[src/pclm_pkg.sv]
// package for the pulse count and length monitor: register map, reset values,
// terminal function codes and the configuration carrier.
// assumes a 32-bit classic wishbone bus with byte addresses on wb_adr_i.
package pclm_pkg;

	// ----------------------------------------------------------------
	// register byte offsets
	// ----------------------------------------------------------------
	localparam logic [7:0] OFF_FINAL_COUNT = 8'h00;
	localparam logic [7:0] OFF_DESIG_COUNT = 8'h04;
	localparam logic [7:0] OFF_LENGTH_TARGET = 8'h08;
	localparam logic [7:0] OFF_PULSES_PER_METER = 8'h0C;
	localparam logic [7:0] OFF_INPUT_SELECT = 8'h10;
	localparam logic [7:0] OFF_OUTPUT_SELECT = 8'h14;
	localparam logic [7:0] OFF_CONTROL = 8'h18;
	localparam logic [7:0] OFF_PULSE_COUNT = 8'h1C;
	localparam logic [7:0] OFF_LENGTH_PULSES = 8'h20;
	localparam logic [7:0] OFF_MEASURED_LENGTH = 8'h24;
	localparam logic [7:0] OFF_STATUS = 8'h28;

	// ----------------------------------------------------------------
	// reset values
	// ----------------------------------------------------------------
	localparam logic [15:0] RST_FINAL_COUNT = 16'h03E8;
	localparam logic [15:0] RST_DESIG_COUNT = 16'h03E8;
	localparam logic [15:0] RST_LENGTH_TARGET = 16'h03E8;
	// pulses per meter in tenths: 100.0
	localparam logic [15:0] RST_PULSES_PER_METER = 16'h03E8;
	localparam logic [7:0] RST_FUNC = 8'h00;

	// each length pulse is worth ten tenths in the meter converter
	localparam logic [31:0] LEN_SCALE = 32'h0000000A;

	// ----------------------------------------------------------------
	// terminal function codes
	// ----------------------------------------------------------------
	localparam logic [7:0] FN_SET_COUNT_REACHED = 8'h14;
	localparam logic [7:0] FN_DESIG_COUNT_REACHED = 8'h15;
	localparam logic [7:0] FN_LENGTH_REACHED = 8'h16;
	localparam logic [7:0] FN_COUNTER_INPUT = 8'h2A;
	localparam logic [7:0] FN_COUNTER_RESET = 8'h2B;
	localparam logic [7:0] FN_LENGTH_COUNT_INPUT = 8'h2C;
	localparam logic [7:0] FN_LENGTH_RESET = 8'h2D;

	// input terminal index: one, two, fast pulse
	localparam int NUM_INPUTS = 3;

	// ----------------------------------------------------------------
	// carriers
	// ----------------------------------------------------------------
	typedef struct packed {
		logic [15:0] final_count_target;
		logic [15:0] designated_count_target;
		logic [15:0] length_target;
		logic [15:0] pulses_per_meter;
		logic [7:0] fast_input_function_select;
		logic [7:0] input_two_function_select;
		logic [7:0] input_one_function_select;
		logic [7:0] output_two_function_select;
		logic [7:0] output_one_function_select;
		logic fixed_length_run;
	} pclm_cfg_t;

	typedef struct packed {
		logic length_reached;
		logic set_count_reached;
		logic designated_count_reached;
	} pclm_flags_t;

endpackage

[src/pclm_top.sv]
// pulse counter and length meter of a motor drive, with a wishbone register file.
// assumes classic wishbone master on clk; terminal pins are asynchronous.
`timescale 1ns/1ps
module pclm_top (
	input wire logic clk, // 20 MHz system clock
	input wire logic rst, // synchronous reset, active high
	input wire logic wb_cyc_i, // wishbone cycle
	input wire logic wb_stb_i, // wishbone strobe
	input wire logic wb_we_i, // wishbone write enable
	input wire logic [7:0] wb_adr_i, // wishbone byte address
	input wire logic [3:0] wb_sel_i, // wishbone byte enables
	input wire logic [31:0] wb_dat_i, // wishbone write data
	output logic [31:0] wb_dat_o, // wishbone read data
	output logic wb_ack_o, // wishbone acknowledge
	input wire logic digital_input_one, // input terminal one
	input wire logic digital_input_two, // input terminal two
	input wire logic fast_pulse_input, // dedicated fast pulse terminal
	output logic digital_output_one, // output terminal one
	output logic digital_output_two // output terminal two
);
	// ----------------------------------------------------------------
	// input terminals
	// ----------------------------------------------------------------
	logic [pclm_pkg::NUM_INPUTS-1:0] pins;
	logic [pclm_pkg::NUM_INPUTS-1:0] pin_level;
	logic [pclm_pkg::NUM_INPUTS-1:0] pin_rise;
	logic [pclm_pkg::NUM_INPUTS-1:0][7:0] pin_func;
	pclm_pkg::pclm_cfg_t cfg_reg;
	pclm_pkg::pclm_cfg_t cfg_next;

	assign pins = {fast_pulse_input, digital_input_two, digital_input_one};
	assign pin_func = {cfg_reg.fast_input_function_select, cfg_reg.input_two_function_select,
		cfg_reg.input_one_function_select};

	genvar gi;
	generate
		for (gi = 0; gi < pclm_pkg::NUM_INPUTS; gi++) begin : g_term
			pclm_term_sync u_sync (
				.clk(clk),
				.rst(rst),
				.pin(pins[gi]),
				.level(pin_level[gi]),
				.rise(pin_rise[gi])
			);
		end
	endgenerate

	logic cnt_pulse;
	logic cnt_clr;
	logic len_pulse;
	logic len_reset_level;
	logic len_clr;

	always_comb begin
		cnt_pulse = 1'b0;
		cnt_clr = 1'b0;
		len_pulse = 1'b0;
		len_reset_level = 1'b0;
		for (int i = 0; i < pclm_pkg::NUM_INPUTS; i++) begin
			cnt_pulse = cnt_pulse | (pin_rise[i] && pin_func[i] == pclm_pkg::FN_COUNTER_INPUT);
			cnt_clr = cnt_clr | (pin_level[i] && pin_func[i] == pclm_pkg::FN_COUNTER_RESET);
			len_pulse = len_pulse | (pin_rise[i] && pin_func[i] == pclm_pkg::FN_LENGTH_COUNT_INPUT);
			len_reset_level = len_reset_level | (pin_level[i] && pin_func[i] == pclm_pkg::FN_LENGTH_RESET);
		end
		len_clr = len_reset_level & cfg_reg.fixed_length_run;
	end

	// ----------------------------------------------------------------
	// pulse counter
	// ----------------------------------------------------------------
	logic [15:0] cnt_reg;
	logic [15:0] cnt_next;
	pclm_pkg::pclm_flags_t flags_reg;
	pclm_pkg::pclm_flags_t flags_next;
	logic [31:0] meters_reg;
	logic [31:0] meters_next;

	// a held counter reset keeps the count and both count flags cleared; pulses during it are dropped
	always_comb begin
		cnt_next = cnt_reg;
		flags_next = flags_reg;
		if (cnt_clr) begin
			cnt_next = 16'h0000;
			flags_next.designated_count_reached = 1'b0;
			flags_next.set_count_reached = 1'b0;
		end else begin
			if (cnt_pulse && cnt_reg < cfg_reg.final_count_target) begin
				cnt_next = cnt_reg + 16'h0001;
			end
			if (cnt_reg >= cfg_reg.designated_count_target) begin
				flags_next.designated_count_reached = 1'b1;
			end
			if (cnt_reg >= cfg_reg.final_count_target) begin
				flags_next.set_count_reached = 1'b1;
			end
		end
		if (len_clr) begin
			flags_next.length_reached = 1'b0;
		end else if (meters_reg > {16'h0000, cfg_reg.length_target}) begin
			flags_next.length_reached = 1'b1;
		end
	end

	// ----------------------------------------------------------------
	// length meter
	// ----------------------------------------------------------------
	// converts by repeated subtraction, one meter per clock, so a very small
	// pulses-per-meter setting lets the reading trail a fast pulse train briefly
	logic [31:0] rem_reg;
	logic [31:0] rem_next;
	logic [31:0] len_pulses_reg;
	logic [31:0] len_pulses_next;
	logic [31:0] ppm_eff;

	always_comb begin
		ppm_eff = {16'h0000, cfg_reg.pulses_per_meter};
		if (cfg_reg.pulses_per_meter == 16'h0000) begin
			ppm_eff = 32'h00000001;
		end
		meters_next = meters_reg;
		rem_next = rem_reg;
		len_pulses_next = len_pulses_reg;
		if (len_clr) begin
			meters_next = 32'h00000000;
			rem_next = 32'h00000000;
			len_pulses_next = 32'h00000000;
		end else begin
			if (rem_reg >= ppm_eff) begin
				rem_next = rem_reg - ppm_eff;
				meters_next = meters_reg + 32'h00000001;
			end
			if (len_pulse) begin
				rem_next = rem_next + pclm_pkg::LEN_SCALE;
				len_pulses_next = len_pulses_reg + 32'h00000001;
			end
		end
	end

	always_ff @(posedge clk) begin
		if (rst) begin
			cnt_reg <= 16'h0000;
			flags_reg <= '0;
			meters_reg <= 32'h00000000;
			rem_reg <= 32'h00000000;
			len_pulses_reg <= 32'h00000000;
		end else begin
			cnt_reg <= cnt_next;
			flags_reg <= flags_next;
			meters_reg <= meters_next;
			rem_reg <= rem_next;
			len_pulses_reg <= len_pulses_next;
		end
	end

	// ----------------------------------------------------------------
	// output terminals
	// ----------------------------------------------------------------
	function automatic logic out_func(input logic [7:0] sel, input pclm_pkg::pclm_flags_t f);
		logic r;
		r = 1'b0;
		if (sel == pclm_pkg::FN_DESIG_COUNT_REACHED) r = f.designated_count_reached;
		if (sel == pclm_pkg::FN_SET_COUNT_REACHED) r = f.set_count_reached;
		if (sel == pclm_pkg::FN_LENGTH_REACHED) r = f.length_reached;
		return r;
	endfunction

	logic out_one_next;
	logic out_two_next;

	always_comb begin
		out_one_next = out_func(cfg_reg.output_one_function_select, flags_reg);
		out_two_next = out_func(cfg_reg.output_two_function_select, flags_reg);
	end

	always_ff @(posedge clk) begin
		if (rst) begin
			digital_output_one <= 1'b0;
			digital_output_two <= 1'b0;
		end else begin
			digital_output_one <= out_one_next;
			digital_output_two <= out_two_next;
		end
	end

	// ----------------------------------------------------------------
	// wishbone slave
	// ----------------------------------------------------------------
	function automatic logic [31:0] be_merge(input logic [31:0] old, input logic [31:0] nw,
		input logic [3:0] sel);
		logic [31:0] r;
		r = old;
		for (int i = 0; i < 4; i++) begin
			if (sel[i]) r[i*8 +: 8] = nw[i*8 +: 8];
		end
		return r;
	endfunction

	logic [7:0] adr;
	logic req;
	logic wr;
	logic ack_next;
	logic [31:0] rd_next;
	logic [31:0] w;

	assign adr = {wb_adr_i[7:2], 2'b00};
	assign req = wb_cyc_i & wb_stb_i;
	// a write lands on the edge at which the master sees ack
	assign wr = req & wb_we_i & wb_ack_o;

	always_comb begin
		cfg_next = cfg_reg;
		ack_next = req & ~wb_ack_o;
		rd_next = 32'h00000000;
		w = 32'h00000000;
		unique case (adr)
			pclm_pkg::OFF_FINAL_COUNT: w = {16'h0000, cfg_reg.final_count_target};
			pclm_pkg::OFF_DESIG_COUNT: w = {16'h0000, cfg_reg.designated_count_target};
			pclm_pkg::OFF_LENGTH_TARGET: w = {16'h0000, cfg_reg.length_target};
			pclm_pkg::OFF_PULSES_PER_METER: w = {16'h0000, cfg_reg.pulses_per_meter};
			pclm_pkg::OFF_INPUT_SELECT: w = {8'h00, cfg_reg.fast_input_function_select,
				cfg_reg.input_two_function_select, cfg_reg.input_one_function_select};
			pclm_pkg::OFF_OUTPUT_SELECT: w = {16'h0000, cfg_reg.output_two_function_select,
				cfg_reg.output_one_function_select};
			pclm_pkg::OFF_CONTROL: w = {31'h00000000, cfg_reg.fixed_length_run};
			pclm_pkg::OFF_PULSE_COUNT: w = {16'h0000, cnt_reg};
			pclm_pkg::OFF_LENGTH_PULSES: w = len_pulses_reg;
			pclm_pkg::OFF_MEASURED_LENGTH: w = meters_reg;
			pclm_pkg::OFF_STATUS: w = {29'h00000000, flags_reg};
			default: w = 32'h00000000;
		endcase
		if (req & ~wb_we_i & ~wb_ack_o) begin
			rd_next = w;
		end
		if (wr) begin
			w = be_merge(w, wb_dat_i, wb_sel_i);
			unique case (adr)
				pclm_pkg::OFF_FINAL_COUNT: cfg_next.final_count_target = w[15:0];
				pclm_pkg::OFF_DESIG_COUNT: cfg_next.designated_count_target = w[15:0];
				pclm_pkg::OFF_LENGTH_TARGET: cfg_next.length_target = w[15:0];
				pclm_pkg::OFF_PULSES_PER_METER: cfg_next.pulses_per_meter = w[15:0];
				pclm_pkg::OFF_INPUT_SELECT: begin
					cfg_next.input_one_function_select = w[7:0];
					cfg_next.input_two_function_select = w[15:8];
					cfg_next.fast_input_function_select = w[23:16];
				end
				pclm_pkg::OFF_OUTPUT_SELECT: begin
					cfg_next.output_one_function_select = w[7:0];
					cfg_next.output_two_function_select = w[15:8];
				end
				pclm_pkg::OFF_CONTROL: cfg_next.fixed_length_run = w[0];
				default: cfg_next = cfg_reg;
			endcase
		end
	end

	always_ff @(posedge clk) begin
		if (rst) begin
			cfg_reg.final_count_target <= pclm_pkg::RST_FINAL_COUNT;
			cfg_reg.designated_count_target <= pclm_pkg::RST_DESIG_COUNT;
			cfg_reg.length_target <= pclm_pkg::RST_LENGTH_TARGET;
			cfg_reg.pulses_per_meter <= pclm_pkg::RST_PULSES_PER_METER;
			cfg_reg.fast_input_function_select <= pclm_pkg::RST_FUNC;
			cfg_reg.input_two_function_select <= pclm_pkg::RST_FUNC;
			cfg_reg.input_one_function_select <= pclm_pkg::RST_FUNC;
			cfg_reg.output_two_function_select <= pclm_pkg::RST_FUNC;
			cfg_reg.output_one_function_select <= pclm_pkg::RST_FUNC;
			cfg_reg.fixed_length_run <= 1'b0;
			wb_ack_o <= 1'b0;
			wb_dat_o <= 32'h00000000;
		end else begin
			cfg_reg <= cfg_next;
			wb_ack_o <= ack_next;
			wb_dat_o <= rd_next;
		end
	end
endmodule

[src/pclm_term_sync.sv]
// one digital input terminal: two-flop synchroniser plus rising-edge detect.
// assumes pin is asynchronous to clk and stays high or low for two clocks at least.
`timescale 1ns/1ps
module pclm_term_sync (
	input wire logic clk, // system clock
	input wire logic rst, // synchronous reset, active high
	input wire logic pin, // raw terminal level
	output logic level, // synchronised level
	output logic rise // one-cycle pulse on a rising edge
);
	logic [2:0] sync_reg;
	logic [2:0] sync_next;

	always_comb begin
		sync_next = {sync_reg[1:0], pin};
	end

	always_ff @(posedge clk) begin
		if (rst) begin
			sync_reg <= 3'h0;
		end else begin
			sync_reg <= sync_next;
		end
	end

	// the first stage is read by nothing but the second
	assign level = sync_reg[1];
	assign rise = sync_reg[1] & ~sync_reg[2];
endmodule

[config.mk]
export PLATFORM = sky130hd
export DESIGN_NAME = pclm_top
export DESIGN_NICKNAME = d
export VERILOG_FILES = /design/src/pclm_pkg.sv /design/src/pclm_top.sv /design/src/pclm_term_sync.sv
export SDC_FILE = /design/constraint.sdc
export NUM_CORES = 1
export LEC_CHECK = 0
export BUFFER_PORTS_ARGS = -buffer_cell sky130_fd_sc_hd__buf_4
export CAP_MARGIN = 10
export CORE_UTILIZATION = 35
export DETAILED_ROUTE_END_ITERATION = 8
export GPL_TIMING_DRIVEN = 0
export PLACE_DENSITY = 0.57
export SLEW_MARGIN = 20
export SYNTH_ARGS = -nofsm -noshare
export SYNTH_HDL_FRONTEND = slang
export SYNTH_SLANG_ARGS = --single-unit
export TNS_END_PERCENT = 1
[constraint.sdc]
create_clock -name clk -period 4.6 [get_ports clk]
set_clock_uncertainty 0.15 [all_clocks]
set_input_delay 0.92 -clock clk [delete_from_list [all_inputs] [get_ports clk]]
set_output_delay 0.92 -clock clk [all_outputs]
set_load 0.05 [all_outputs]
==> results of run 1 <==
final timing paths:
kind	from	endpoint	cells past startpoint
worst min-delay path	g_term[1].u_sync.sync_reg[0]	g_term[1].u_sync.sync_reg[1]	1
worst min register to register	g_term[1].u_sync.sync_reg[0]	g_term[1].u_sync.sync_reg[1]	1
worst max register to register	cfg_reg[53]	rem_reg[25]	16
worst max-delay path	cfg_reg[53]	rem_reg[25]	16
where the power goes:
part | internal (mW) | leakage [nW] | switching [mW]
combinational | 0.827 | 3.92 | 1.21
clock | 1.55 | 0.522 | 1.03
sequential | 2.40 | 2.14 | 0.118
total | 4.78 | 6.58 | 2.36
metrics by stage:
stage / area (µm²) / power, mW / worst slack, ns / TNS, ns
floorplan: 14500 / 4.05 / 0.398 / 0
global placement: 15700 / 4.51 / -0.254 / -2.30
detailed placement: 15800 / 4.54 / -0.266 / -2.62
CTS: 16900 / 7.14 / 0.000402 / 0
global route: 16900 / 7.51 / -0.0183 / -0.0186
finish: 16900 / 7.14 / 0.124 / 0
cell type report:
| type | instances | area, µm² |
|---|---|---|
| Fill cell | 4122 | 23900 |
| Multi-Input combinational cell | 1359 | 8490 |
| Sequential cell | 264 | 5310 |
| Clock buffer | 44 | 885 |
| Tap cell | 532 | 666 |
| Timing Repair Buffer | 81 | 608 |
| Buffer | 92 | 423 |
| Inverter | 98 | 368 |
| Clock inverter | 12 | 168 |
layer usage:
| metal | wire (µm) | track usage |
|---|---|---|
| met1 | 24000 | 0.351 |
| met2 | 22600 | 0.380 |
| met3 | 3690 | 0.0375 |
| met4 | 1990 | 0.0937 |
| met5 | 0 | 0 |
repair_timing:
item / CTS / global route
pin swaps: 2 / 1
resized for setup: 13 / 11
hold buffers: 0 / 0
setup endpoints to repair: 22 / 17
setup buffers: 3 / 1
kinds of logic (layout without fill, tap and decap cells):
family	Yosys count	after routing
simple gates	760	760
flops	264	264
mux	34	34
xor+xnor	89	89
fa+ha+maj	68	68
compound gates	408	408
buf+inv	190	327
worst reg2reg max path: cells and delay by family (launching register included):
kind	cells	cell delay, ns
AO/OA/AOI/OAI	5	1.28
flip-flops	1	0.39
buffers and inverters	2	0.35
multiplexers	1	0.32
adder cells (fa/ha/maj)	2	0.62
AND/OR/NAND/NOR	6	1.27
cells in the final DEF (no fill, tap or decap), types with 16 or more instances in the layout:
| cell | Yosys | routed |
|---|---|---|
| nor3_1 | 50 | 50 |
| nor2_1 | 259 | 259 |
| xor2_1 | 55 | 55 |
| nand4_1 | 31 | 31 |
| nor4_1 | 18 | 16 |
| nand2_1 | 209 | 209 |
| nor2b_1 | 23 | 22 |
| xnor2_1 | 34 | 34 |
| nand3_1 | 35 | 33 |
| a21oi_1 | 118 | 118 |
| a21o_1 | 16 | 16 |
| o21ai_0 | 57 | 56 |
| and3_1 | 20 | 20 |
| a211oi_1 | 25 | 25 |
| inv_1 | 98 | 98 |
| dfxtp_1 | 264 | 252 |
| a22oi_1 | 44 | 44 |
| clkbuf_1 | 74 | 81 |
| mux2i_1 | 19 | 18 |
| a211o_1 | 26 | 26 |
| or3_1 | 22 | 22 |
| nand2b_1 | 19 | 19 |
| clkbuf_16 | 0 | 31 |
| o22ai_1 | 18 | 18 |
| ha_1 | 67 | 67 |
| buf_4 | 4 | 85 |
==> results.toml, run 1 <==
[finish]
fin_nets = 2047
postLayoutCoreUtil = 0.414
largest_reg_flops = 105
drive_gt1_frac = 0.108
instances_no_fill = 2482
area_delta_synth_final_pct = 16.7
diodes = 0

[sta]
hold_viol_final = 0
relSlewSlack = 0.128
drv_slew = 0
whs_ns = 0.300
finalCritPeriodShare = 0.973
rsz0062_at_grt = "true"
max_freq_mhz = 223
period_minus_slack_ns = 4.48
final-setup-viol-count = 0
worst_pin_slew_ns = 1.27

[worst_setup_path]
cp.required_ns = 4.92
cp_max_fo = 9
path_buf_inv = 2
critical_path.top_delay_family = "compound AO/OA/AOI/OAI gates"
crit_path_top_delay_cell = "dfxtp_4"
cp-end-kind = "flop"
crit_chain = "nor3_1 > a41o_1 > ha_1 > fa_2 > nor2b_2 > o31a_1 > o21ai_2 > and4b_1 > buf_4 > a211o_4 > or3_1 > a211o_1 > nor4b_4 > buf_6 > and2b_2 > mux2_2"
crit_path_start_kind = "flop"
cp.arrival_ns = 4.80
r2r_slack_ns = 0.12
crit_type = "reg -> reg"
cp_slowest_stage_delay_ns = 0.39

[synthesis]
synth_cell_types = 88
yosysTopAreaCell = "dfxtp_1"
synthMuxAreaShare = 0.0281
synth_compound_area_frac = 0.190
avgSynthCellArea_um2 = 7.99
synth_top_area_share = 0.365
synth_edf_count = 0
syn_nets = 1933
synth_top_family_by_area = "simple AND/OR/NAND/NOR gates"
synth_common_cells = "dfxtp_1 (264), nor2_1 (259), nand2_1 (209)"
synth_seq_cells = 264
syn_inst = 1813
yosys.area_share.adder = 0.0592
syn-cell-area_um2 = 14500
synth_most_common_cell = "dfxtp_1"
yosys_warnings = 0
synth_simple_gate_area_share = 0.250
synth.area.top_cells = "dfxtp_1 (36%), nor2_1 (6.7%), ha_1 (5.8%)"
async_flop_share = 0
ys.flop_type = "dfxtp_1"
synth-xor-area-share = 0.0538
synth-seq-area-share = 0.365

[placement]
place_congestion = 1.02
dp_hpwl_um = 40400
placedCellCount = 2422
io_buffers = 72

[routing]
drc_errors = 0
drtAntennaViolNets = 0
wl_um = 52200
viasPerCell = 5.68
wl_per_cell_um = 21.0
vias = 14100
initialDrtViolationCount = 1299
drt_first_pass_iters = 6

[grt]
grt_pass1_wl_um = 80200
grt_use_total = 0.249
grt_max_degree = 16
gr-total-overflow = 0
grt_pass1_vias = 13400
antenna_found_initial = 1

[pwr]
p_per_area_nw_per_um2 = 422
vdd_ir_drop_max_v = 0.000294
leakage_nw = 6.58

[run_status]
outcome = "completed"

[floorplanning]
dieArea_um2 = 42200
die_x_um = 205
core_area_um2 = 40800
io_pins = 87
chipHeight_um = 205
initial_utilization = 0.355
rows = 74

[clock_network]
cts-root-buf = "clkbuf_16"
clk_latency_ns = 0.58
clock_path_buffers = 3
cts_tree = "done"
htreeDepth = 1
clk_transition_reported_paths_ns = 0.06
clock-sinks = 264
cts_buffers = 31

[flow_run]
cap_violations = 0

[worst_hold_path]
hold_class = "reg -> reg"
(Power assumes the default switching activity.)
==> run 2, diff against run 1 <==
--- a/config.mk
+++ b/config.mk
@@ -9,8 +9,7 @@
 export CAP_MARGIN = 10
 export CORE_UTILIZATION = 35
 export DETAILED_ROUTE_END_ITERATION = 8
-export GPL_TIMING_DRIVEN = 0
-export PLACE_DENSITY = 0.57
+export PLACE_DENSITY = 0.6
 export SLEW_MARGIN = 20
 export SYNTH_ARGS = -nofsm -noshare
 export SYNTH_HDL_FRONTEND = slang
==> run 2 against run 1 <==
Compared with the run above: final cell count fell by 1.5%; sequential share of layout area shrank 0.22 points; critical path depth down 2; critical endpoint is now rem_reg[31]; die area stayed put; clock-buffer cell count increased by 2; global-route usage shrank 2.5 points; hold slack got worse by 0.014 ns; clock power up 8.1%; non-clock buffer count decreased by 44; flip-flop and latch count unchanged; combinational power is essentially flat; largest cell class unchanged.
==> results.toml, run 2 (synthesis gave the netlist of run 1 again) <==
[run_status]
outcome = "completed"

[grt]
grt_max_degree = 68
antenna_found_initial = 1
grt_use_total = 0.224
grt_pass1_vias = 12900
grt_pass1_wl_um = 73300
gr-total-overflow = 0

[routing]
initialDrtViolationCount = 1422
wl_um = 47100
viasPerCell = 5.56
vias = 13600
drt_first_pass_iters = 6
drc_errors = 0
wl_per_cell_um = 19.3
drtAntennaViolNets = 0

[sta]
worst_pin_slew_ns = 0.982
drv_slew = 0
relSlewSlack = 0.343
finalWorstSetupSlack_ns = 0.211
final-setup-viol-count = 0
period_minus_slack_ns = 4.39
max_freq_mhz = 228
hold_viol_final = 0
whs_ns = 0.286
finalCritPeriodShare = 0.954

[placement]
place_congestion = 0.917
io_buffers = 75
dp_hpwl_um = 34900
postPlaceCellArea_um2 = 15700
pre_cts_slack_ns = 0.0454

[finish]
drive_gt1_frac = 0.127
n_fill_cell = 4133
fin_nets = 2006
postLayoutCoreUtil = 0.415
largest_reg_flops = 105
fin_area_um2 = 17000
area_delta_synth_final_pct = 17.0
layout_common_cells = "dfxtp_1 (264), nor2_1 (256), nand2_1 (209)"
mostFrequentLayoutCell = "dfxtp_1"
diodes = 0

[clock_network]
clk_latency_ns = 0.53
clock_path_buffers = 3
clk_transition_reported_paths_ns = 0.06
cts-root-buf = "clkbuf_16"
ctsHoldBuffers = 0
htreeDepth = 2
clock-sinks = 264
cts_tree = "done"
cts_buffers = 34

[worst_setup_path]
timing.rr.start = "cfg_reg[48]"
crit_path_start_kind = "flop"
crit_path_top_delay_cell = "a211o_4"
cp.arrival_ns = 4.66
crit_type = "reg -> reg"
cp-endpoint = "rem_reg[31]"
crit_chain = "nor4_2 > a41o_1 > ha_1 > nor2b_4 > o31a_1 > o211a_1 > or3_4 > a211o_4 > or3_1 > a211o_1 > nor4b_4 > buf_6 > and3_2 > mux2_2"
path_buf_inv = 1
startpoint = "cfg_reg[48]"
cp_slowest_stage_delay_ns = 0.40
critical_path_depth = 14
r2r_slack_ns = 0.21
cp_max_fo = 11
rr_worst_depth = 14
cp.required_ns = 4.87
critical_path.top_delay_family = "simple AND/OR/NAND/NOR gates"
r2r_end = "rem_reg[31]"
cp-end-kind = "flop"

[pwr]
seqPwrFrac = 0.342
switchingPower_mw = 2.38
vdd_ir_drop_max_v = 0.000217
leakage_nw = 6.69
switching_share = 0.323
pwr-share-comb = 0.279
p_per_area_nw_per_um2 = 435
p_int_mw = 4.99
power_frac_clock = 0.379

[floorplanning]
core_area_um2 = 40800
die_x_um = 205
initial_utilization = 0.355
io_pins = 87
chipHeight_um = 205
dieArea_um2 = 42200
rows = 74

[worst_hold_path]
hold_class = "reg -> reg"

[flow_run]
cap_violations = 0
## run 2: cell types whose count changed in the layout (fill, tap and decap cells not counted), moves of 3 or more
| cell | previous run | this run |
|---|---|---|
| clkbuf_16 | 31 | 34 |
| clkinv_2 | 6 | 3 |
| dfxtp_1 | 252 | 264 |
| buf_1 | 5 | 0 |
| o31ai_2 | 5 | 0 |
| buf_4 | 85 | 128 |
| clkbuf_1 | 81 | 4 |
| dfxtp_4 | 3 | 0 |
| clkinvlp_4 | 0 | 6 |
| nor2_1 | 259 | 256 |
| o31ai_1 | 2 | 7 |
| nor2_2 | 0 | 3 |
| dfxtp_2 | 9 | 0 |
## run 2: per-stage QoR
step	instances	power, mW	setup TNS, ns
finish	2444	7.37	0
global route	2444	7.76	-0.105
CTS	2443	7.37	0
detailed placement	2381	4.56	0
global placement	2381	4.52	0
floorplan	1813	4.05	0
## run 2: per-layer routing
metal / up-vias / GRT usage / part of all wire
met5: - / 0 / 0
met4: 0 / 0.0854 / 0.034
met3: 87 / 0.0315 / 0.068
met2: 452 / 0.342 / 0.44
met1: 6464 / 0.316 / 0.46
li1: 6583 / - / -
## run 2: worst min path at each step
stage                            startpoint                            to  slack [ns]  cells after the start
5_1_grt        g_term[1].u_sync.sync_reg[0]  g_term[1].u_sync.sync_reg[1]        0.30                      1
2_1_floorplan  g_term[0].u_sync.sync_reg[0]  g_term[0].u_sync.sync_reg[1]        0.26                      1
3_5_place_dp   g_term[0].u_sync.sync_reg[0]  g_term[0].u_sync.sync_reg[1]        0.28                      1
6_report       g_term[1].u_sync.sync_reg[0]  g_term[1].u_sync.sync_reg[1]        0.29                      1
4_1_cts        g_term[0].u_sync.sync_reg[0]  g_term[0].u_sync.sync_reg[1]        0.29                      1
3_3_place_gp   g_term[1].u_sync.sync_reg[0]  g_term[1].u_sync.sync_reg[1]        0.27                      1
## run 2: cell type report
| class | instances | area (µm²) | share of cell area |
|---|---|---|---|
| Clock buffer | 46 | 976 | 0.0576 |
| Clock inverter | 16 | 214 | 0.0126 |
| Inverter | 98 | 368 | 0.0217 |
| Multi-Input combinational cell | 1359 | 8480 | 0.500 |
| Sequential cell | 264 | 5290 | 0.312 |
| Tap cell | 532 | 666 | 0.0393 |
| Timing Repair Buffer | 129 | 972 | 0.0573 |
## run 2: power by group through the flow
stage | combinational, mW | sequential, mW | clock [mW]
6_report | 2.06 | 2.52 | 2.79
5_1_grt | 2.29 | 2.54 | 2.93
4_1_cts | 2.01 | 2.52 | 2.85
3_5_place_dp | 1.99 | 2.57 | 0
3_3_place_gp | 1.96 | 2.57 | 0
2_1_floorplan | 1.52 | 2.53 | 0
## run 2: timing repair
| item | CTS | global route |
|---|---|---|
| gates resized for setup | 0 | 10 |
| setup buffers | 0 | 1 |
| setup endpoints to repair | 0 | 8 |
## run 2: worst register-to-register path: stages (launching register included)
cell and delay, ns:
dfxtp_1 0.35, nor4_2 0.34, a41o_1 0.22, ha_1 0.23
nor2b_4 0.06, o31a_1 0.28, o211a_1 0.24, or3_4 0.37
a211o_4 0.40, or3_1 0.35, a211o_1 0.34, nor4b_4 0.26
buf_6 0.18, and3_2 0.20, mux2_2 0.32
